--- src/common/lvm_pkg.sv ---
package lvm_pkg;

    localparam logic [0:0] ADDR_POWER_MONITOR_CONTROL = 1'h0;
    localparam logic [0:0] ADDR_STOP_POWER_STATUS_CONTROL = 1'h1;

    // Bit positions, power_monitor_control
    localparam int WARN_FLAG_BIT = 7;
    localparam int WARN_ACK_BIT = 6;
    localparam int WARN_IE_BIT = 5;
    localparam int DET_RESET_EN_BIT = 4;
    localparam int DET_STOP_EN_BIT = 3;
    localparam int DET_EN_BIT = 2;
    localparam int BANDGAP_EN_BIT = 0;

    // Bit positions, stop_power_status_control
    localparam int DET_VSEL_BIT = 5;
    localparam int WARN_VSEL_BIT = 4;
    localparam int PPD_FLAG_BIT = 3;
    localparam int PPD_ACK_BIT = 2;
    localparam int PPD_CTRL_BIT = 0;

    localparam logic [7:0] PMC_RESET = 8'h1C;
    localparam logic [7:0] SPSC_RESET = 8'h00;

    typedef struct packed {
        logic warning_interrupt_enable;
        logic detect_reset_enable;
        logic detect_stop_enable;
        logic detect_enable;
        logic bandgap_buffer_enable;
        logic detect_voltage_select;
        logic warning_voltage_select;
        logic partial_power_down_control;
    } ctrl_s;

    typedef struct packed {
        logic pmc_reset_enable;
        logic pmc_detect_enable;
        logic spsc_detect_vsel;
        logic spsc_ppd_ctrl;
    } lock_s;

endpackage

--- src/core/low_voltage_monitor_control.sv ---
`timescale 1ns/1ns
// Overview of operation
// - Warning flag sets on supply below warning point; stays set afterward.
// - Warning acknowledge clears flag only if warning condition has gone.
// - Interrupt requested while flag set and warning interrupt enable is one.
// - Detect event forces reset when detect reset and detect enables are one, and in stop mode only with detect stop enable.
// - Detect stop enable keeps detection running in stop mode.
// - Detect enable gates detect logic and qualifies reset/stop enables.
// - Bandgap buffer enable bit drives the reference buffer enable.
// - Write-once bits accept only the first write after reset; detect voltage select only the first write after power-on reset.
// - Detect and warning voltage selects form a two-bit trip code.
// - Partial power-down flag sets on recovery from stop2.
// - Writing one to partial power-down acknowledge clears the flag.
// - Partial power-down control picks stop2 (one) or stop3 (zero).
// - Detect voltage select re-arms only on power-on reset.
module low_voltage_monitor_control
    import lvm_pkg::*;
(
    input wire logic core_clk,        // 20 MHz bus clock
    input wire logic rst,             // Async reset, active high
    input wire logic por,             // Power-on reset, async, active high
    input wire logic [0:0] reg_addr,  // Register select
    input wire logic [7:0] reg_wdata, // Write data
    input wire logic reg_wr,          // Write strobe
    input wire logic reg_rd,          // Read strobe
    output logic [7:0] reg_rdata,     // Read data, cycle after strobe
    input wire logic warn_cmp,        // Analog: supply below warning point
    input wire logic detect_cmp,      // Analog: supply below detect point
    input wire logic stop_active,     // Device is in stop mode
    input wire logic stop2_recovered, // One-cycle pulse: woke from stop2
    output logic irq,                 // Level interrupt
    output logic detect_reset_req,    // Request for device reset
    output logic detect_active,       // Detect comparator powered
    output logic bandgap_buf_en,      // Bandgap buffer enable
    output logic [1:0] trip_code,     // Detect:warning voltage code
    output logic stop2_select         // Stop request enters stop2
);
    ctrl_s ctrl;
    ctrl_s next_ctrl;
    lock_s lock;
    lock_s next_lock;
    logic por_lock;
    logic next_por_lock;
    logic warning_status_flag;
    logic next_warning_status_flag;
    logic partial_power_down_flag;
    logic next_partial_power_down_flag;
    logic [7:0] next_reg_rdata;
    logic next_detect_reset_req;
    logic warn_s;
    logic detect_s;
    logic wr_pmc;
    logic wr_spsc;
    logic detect_vsel_q;
    logic next_detect_vsel;

    // One decode point, so writes and reads can never disagree on the map
    function automatic logic addr_is_pmc(input logic [0:0] addr);
        return addr == ADDR_POWER_MONITOR_CONTROL;
    endfunction

    sync2 u_warn_sync (
        .core_clk(core_clk),
        .rst(rst),
        .async_in(warn_cmp),
        .sync_out(warn_s)
    );
    sync2 u_det_sync (
        .core_clk(core_clk),
        .rst(rst),
        .async_in(detect_cmp),
        .sync_out(detect_s)
    );

    assign wr_pmc = reg_wr && addr_is_pmc(reg_addr);
    assign wr_spsc = reg_wr && !addr_is_pmc(reg_addr);

    always_comb begin
        next_ctrl = ctrl;
        next_lock = lock;
        next_por_lock = por_lock;
        next_detect_vsel = detect_vsel_q;
        next_warning_status_flag = warning_status_flag;
        next_partial_power_down_flag = partial_power_down_flag;
        if (wr_pmc) begin
            next_ctrl.warning_interrupt_enable = reg_wdata[WARN_IE_BIT];
            next_ctrl.detect_stop_enable = reg_wdata[DET_STOP_EN_BIT];
            next_ctrl.bandgap_buffer_enable = reg_wdata[BANDGAP_EN_BIT];
            if (!lock.pmc_reset_enable) begin
                next_ctrl.detect_reset_enable = reg_wdata[DET_RESET_EN_BIT];
                next_lock.pmc_reset_enable = 1'b1;
            end
            if (!lock.pmc_detect_enable) begin
                next_ctrl.detect_enable = reg_wdata[DET_EN_BIT];
                next_lock.pmc_detect_enable = 1'b1;
            end
        end
        if (wr_spsc) begin
            next_ctrl.warning_voltage_select = reg_wdata[WARN_VSEL_BIT];
            if (!por_lock) begin
                next_detect_vsel = reg_wdata[DET_VSEL_BIT];
                next_por_lock = 1'b1;
            end
            if (!lock.spsc_ppd_ctrl) begin
                next_ctrl.partial_power_down_control = reg_wdata[PPD_CTRL_BIT];
                next_lock.spsc_ppd_ctrl = 1'b1;
            end
        end
        if (wr_pmc && reg_wdata[WARN_ACK_BIT] && !warn_s) begin
            next_warning_status_flag = 1'b0;
        end
        if (warn_s) begin
            next_warning_status_flag = 1'b1;
        end
        if (wr_spsc && reg_wdata[PPD_ACK_BIT]) begin
            next_partial_power_down_flag = 1'b0;
        end
        if (stop2_recovered) begin
            next_partial_power_down_flag = 1'b1;
        end
        // Mirror only; the power-on copy is the one that is read
        next_ctrl.detect_voltage_select = next_detect_vsel;
    end

    // Detect voltage select held apart so only power-on reset clears it
    always_ff @(posedge core_clk or posedge por) begin
        if (por) begin
            por_lock <= 1'b0;
            detect_vsel_q <= 1'b0;
        end else begin
            por_lock <= next_por_lock;
            detect_vsel_q <= next_detect_vsel;
        end
    end

    always_ff @(posedge core_clk or posedge rst) begin
        if (rst) begin
            ctrl <= '{default: 1'b0};
            ctrl.detect_reset_enable <= PMC_RESET[DET_RESET_EN_BIT];
            ctrl.detect_stop_enable <= PMC_RESET[DET_STOP_EN_BIT];
            ctrl.detect_enable <= PMC_RESET[DET_EN_BIT];
            lock <= '0;
            warning_status_flag <= 1'b0;
            partial_power_down_flag <= 1'b0;
        end else begin
            ctrl <= next_ctrl;
            lock <= next_lock;
            warning_status_flag <= next_warning_status_flag;
            partial_power_down_flag <= next_partial_power_down_flag;
        end
    end

    assign trip_code = {detect_vsel_q, ctrl.warning_voltage_select};
    assign bandgap_buf_en = ctrl.bandgap_buffer_enable;
    assign stop2_select = ctrl.partial_power_down_control;
    assign detect_active = ctrl.detect_enable && (!stop_active || ctrl.detect_stop_enable);
    assign irq = ctrl.warning_interrupt_enable && warning_status_flag;

    always_comb begin
        next_reg_rdata = 8'h00;
        if (reg_rd) begin
            if (addr_is_pmc(reg_addr)) begin
                next_reg_rdata[WARN_FLAG_BIT] = warning_status_flag;
                next_reg_rdata[WARN_IE_BIT] = ctrl.warning_interrupt_enable;
                next_reg_rdata[DET_RESET_EN_BIT] = ctrl.detect_reset_enable;
                next_reg_rdata[DET_STOP_EN_BIT] = ctrl.detect_stop_enable;
                next_reg_rdata[DET_EN_BIT] = ctrl.detect_enable;
                next_reg_rdata[BANDGAP_EN_BIT] = ctrl.bandgap_buffer_enable;
            end else begin
                next_reg_rdata[DET_VSEL_BIT] = detect_vsel_q;
                next_reg_rdata[WARN_VSEL_BIT] = ctrl.warning_voltage_select;
                next_reg_rdata[PPD_FLAG_BIT] = partial_power_down_flag;
                next_reg_rdata[PPD_CTRL_BIT] = ctrl.partial_power_down_control;
            end
        end
        // detect forces reset; only with detect enabled
        next_detect_reset_req = detect_s && ctrl.detect_enable
            && ctrl.detect_reset_enable && detect_active;
    end

    always_ff @(posedge core_clk or posedge rst) begin
        if (rst) begin
            reg_rdata <= 8'h00;
            detect_reset_req <= 1'b0;
        end else begin
            reg_rdata <= next_reg_rdata;
            detect_reset_req <= next_detect_reset_req;
        end
    end
endmodule

--- src/core/sync2.sv ---
`timescale 1ns/1ns
module sync2 (
    input wire logic core_clk, // Bus clock
    input wire logic rst,      // Async reset
    input wire logic async_in, // Level from outside the clock domain
    output logic sync_out      // Synchronised level
);
    logic stage1;
    logic next_stage1;
    logic next_sync_out;

    always_comb begin
        next_stage1 = async_in;
        next_sync_out = stage1;
    end

    always_ff @(posedge core_clk or posedge rst) begin
        if (rst) begin
            stage1 <= 1'b0;
            sync_out <= 1'b0;
        end else begin
            stage1 <= next_stage1;
            sync_out <= next_sync_out;
        end
    end
endmodule

--- config.mk ---
export PLATFORM = sky130hd
export DESIGN_NAME = low_voltage_monitor_control
export DESIGN_NICKNAME = d
export VERILOG_FILES = /design/src/common/lvm_pkg.sv /design/src/core/low_voltage_monitor_control.sv /design/src/core/sync2.sv
export SDC_FILE = /design/constraint.sdc
export NUM_CORES = 1
export LEC_CHECK = 0
export BUFFER_PORTS_ARGS = -buffer_cell sky130_fd_sc_hd__buf_2
export CORE_MARGIN = 4
export CORE_UTILIZATION = 43
export CTS_CLUSTER_DIAMETER = 50
export DETAILED_ROUTE_END_ITERATION = 8
export GPL_TIMING_DRIVEN = 1
export MAX_ROUTING_LAYER = met4
export PLACE_DENSITY = 0.77
export SLEW_MARGIN = 10
export SYNTH_ARGS = -nofsm -noshare
export SYNTH_HDL_FRONTEND = slang
export SYNTH_SLANG_ARGS = --single-unit
export TNS_END_PERCENT = 10
--- constraint.sdc ---
create_clock -name core_clk -period 0.9 [get_ports core_clk]
set_input_delay 0.27 -clock core_clk [delete_from_list [all_inputs] [get_ports core_clk]]
set_output_delay 0.27 -clock core_clk [all_outputs]
set_load 0.05 [all_outputs]
### Word level (Yosys, flattened, before mapping)

Cells that the tools add are included.

* bits in registers: 24
* bits of input ports: 18
* output and inout port bits: 15
* word-level logic and storage cells: 52

* mux-type cells: 11
* bitwise operators: 4
* reductions and logical operators: 18

Operator list (number)
* $logic_and 1x1->1: 10
* $mux 1: 9
* $reduce_and 2->1: 3
* $mux 4: 1
* $not 1->1: 4
* $reduce_bool 2->1: 2
* $mux 3: 1
* $logic_not 1->1: 2
* $logic_or 1x1->1: 1

### Depth between registers and ports, before layout

* depth in word-level cells: 6
* depth in mapped cells: 3
* depth with buffers taken out: 2

### By module

From an unflattened synthesis, not the netlist that was laid out.

* cells, all modules: 68
* area, all modules: 974.7 um^2

Modules (own cells, without submodules)
* low_voltage_monitor_control: times used 1, cells each 62, area each 867.1 um^2, sequential area each 504.2 um^2
* sync2: times used 2, cells each 3, area each 53.8 um^2, sequential area each 50.0 um^2

### Least setup slack after synthesis

Ideal clock, no wire load.

* path kind: register to output
* start point: register ctrl[5] (netlist bit)
* end point: output port detect_active
* arrival time: 940 ps
* required time: 630 ps
* path slack: -310 ps
* cell stages (with the launch flop): 2
* path buffers: 0
* cell sequence: dfstp_2 -> o21a_1

* longest elaborated chain between the ends: 2

RTL lines
* start, declared: RTL line low_voltage_monitor_control.sv:38 `ctrl_s ctrl;`
* start signal, assigned: RTL line low_voltage_monitor_control.sv:146 `ctrl <= next_ctrl;`
* $logic_or 1x1->1: RTL line low_voltage_monitor_control.sv:156 `assign detect_active = ctrl.detect_enable && (!stop_active || ctrl.detect_stop_enable);`
* $logic_and 1x1->1: RTL line low_voltage_monitor_control.sv:156
* end, declared: RTL line low_voltage_monitor_control.sv:33 `output logic detect_active,`

Every way passes these cells.

### Final worst setup path

Ends and elaborated chain as after synthesis.

==> metrics.md <==
| Metric | Value |
|---|---|
| Largest register FFs | 6 |
| CP Launch Type | flop |
| Final core utilization | about two thirds |
| First-pass GRT wire length | 2770 µm |
| Failing checks | negative setup slack |
| Final net count | 131 |
| F_max | around 720 MHz |
| Pwr Density | around 1800 nW/µm² |
| Synth Area per Inst | around 14 µm² |
| N_diodes | 0 |
| Area growth syn-to-layout | 44.8% |
| Core Footprint | 2040 µm² |
| Share of the synthesized area in the top cell type | between 50% and 60% |
| Longest Clk Path Bufs | 2 |
| Reg with most FFs | reg_rdata |
| Tmin final | 1.38 ns |
| Ys Warns | 0 |
| Total GRT Usage | 13.7% |
| Port-buffer cells | 28 |
| Final setup margin | -0.479 ns |
| Worst Setup End Kind | primary output |
| # DRC | 0 |
| Ports | 33 |
| Largest net degree at the start of global routing | 23 |
| Hold Fails Final Rpt | 0 |
| Max-cap violation count | 0 |
| Met2 usage | about 22% |
| Sequential area share after synthesis | 63.3% |
| Synth area leaders | dfrtp_1 55%, dfstp_2 8.3%, mux2_1 8.3% |
| Worst skew pair latency | about 0.30 ns |
| Worst-path clk slew | approximately 0.11 ns |
| Biggest regs | reg_rdata x6, ctrl x4, lock x2 |
| Via Count | 627 |
| Vert. Die Dim | 55.1 µm |
| Initial antenna violation count | 0 |
| Status | complete, but fails checks |
| Final Cycle Share | 153% |
| Vias in the first global route | between 600 and 700 |
| Initial DRT Pass Iterations | 2 |
| Cell taking the most area after synthesis | dfrtp_1 |
| Rows | 16 |
| Grt met3 use | approximately 3.5% |
| GR Overflow Total | 0 |
| Root Buffer | clkbuf_4 |
| Share of layout cells above drive strength 1 | between 50% and 60% |
| Cell area after synthesis | ~950 µm² |
| Iter 0 DRT Violations | 2 |
| TritonCTS clock tree | built |
| Worst Skew | roughly 0.0029 ns |
| Vias per inst | between 4 and 5 |
| GR met1 Demand/Resource | between 15 and 20% |
| Worst VDD drop | around 1200 µV |
| RSZ-0062 raised after global routing | yes |
| Starting Density | a little under half |
| Data arrival, critical path | about 1.1 ns |
| Kind of critical path | reg -> out |
| Synth unique cells | 20 |
| Leakage | 0.671 nW |
| WHS | ~0.067 ns |
| Drt total wl | about 1700 µm |
| CTS buffer count | 3 |
| Tightest Hold Check Type | in -> reg |
| DR WL/cell | around 12 µm |
| Crit Path Max Fanout | 2 |
| Die width | 55.1 µm |
| Clock Sinks | 24 |
| Setup Viol. Count Final | 19 |
| Post-DRT Antenna Nets | 0 |
| RePlAce Congestion | 0.704 |
| Total Power | between 0.002 and 0.003 W |
| HPWL Detailed | around 1300 µm |
| Register bit total from synthesis | 24 |
| H-tree depth | 1 |
| DIE AREA | 3040 µm² |
| Most Crowded Layer GR | met2 |
| Req. time, crit path | about 0.63 ns |
| Synth Instances | 67 |
| Max-slew violation count | 0 |
[critical path: stages (launching register included)]
cell and delay (ns):
dfstp_2 0.56, o21a_4 0.12, buf_8 0.13
[final cells by class]
cell class	count	area (µm²)
fillers	151	659
inverters	3	11.3
clock buffers	4	26.3
well taps	27	33.8
flip-flops and latches	24	607
repair buffers	45	385
multi-input cells	36	319
[where the power goes]
group	switching (W)	total, W	internal [W]
registers	0.0000684	0.00127	0.00120
clock network	0.000274	0.000446	0.000172
logic	0.000429	0.000789	0.000360
total	0.000771	0.00250	0.00173
[kinds of logic after synthesis]
kind of cell	share of synthesized area, %
muxes	14.0
DFF	63.3
AOI/OAI and AO/OA	3.54
and+or+nand+nor	13.2
buffers and inverters	5.50
other	0.393
[Yosys cell counts, drive strengths merged]
library cell / count
a21o: 2
and2: 1
o2111a: 1
mux2: 8
dfstp: 3
conb: 1
nor3b: 1
nand3b: 3
mux2i: 4
dfrtp: 21
nand2: 1
nand3: 1
o21a: 1
inv: 3
nand2b: 4
nor2b: 5
buf: 5
and3b: 2
[placed cells by master (no fill, tap or decap)]
cell type and count:
a21o_1 2, and2_4 1, and3b_1 2, buf_12 1, buf_2 15, buf_4 11, buf_6 14, buf_8 2
clkbuf_1 1, clkbuf_4 3, conb_1 2, dfrtp_1 19, dfrtp_2 2, dfstp_2 3, dlygate4sd3_1 2, inv_1 3
mux2_1 5, mux2_4 3, mux2i_1 4, nand2_2 1, nand2b_1 4, nand3_1 1, nand3b_1 3, nor2b_1 5
nor3b_2 1, o2111a_1 1, o21a_4 1
[worst paths after layout]
path	to	slack, ns	start	depth (start not counted)
worst max-delay path	detect_active	-0.48	ctrl[5]	2
worst min-delay path	u_warn_sync.next_sync_out	0.07	warn_cmp	1
worst max register to register	ctrl[4]	-0.17	lock[2]	2
worst min register to register	u_det_sync.sync_out	0.36	u_det_sync.next_sync_out	0
max in group asynchronous	ctrl[5]	0.15	rst	4
min in group asynchronous	por_lock	0.34	por	3
[through the flow]
step,setup WS (ns),instances,setup TNS [ns],instance area (µm²)
global route,-0.529,139,-4.85,1380
detailed placement,-0.273,130,-2.38,1200
global placement,-0.259,130,-2.21,1200
CTS,-0.502,137,-4.20,1340
floorplan,-0.111,68,-0.336,970
finish,-0.479,139,-3.93,1380
[layer usage]
metal / wire length (µm) / part of all wire [%] / vias up
met5: 0 / 0 / -
met4: 13 / 0.76 / 0
met3: 118 / 6.9 / 2
met2: 850 / 50 / 20
met1: 721 / 42 / 297
li1: - / - / 308
[timing repair]
action | CTS | global route
setup endpoints to repair | 18 | 20
pin swaps | 1 | 2
setup buffers | 1 | 2
hold buffers | 2 | 0
gates resized for setup | 27 | 7
endpoints found under the hold margin | 21 | 0
Note: power is estimated with default switching activity, not from simulation.
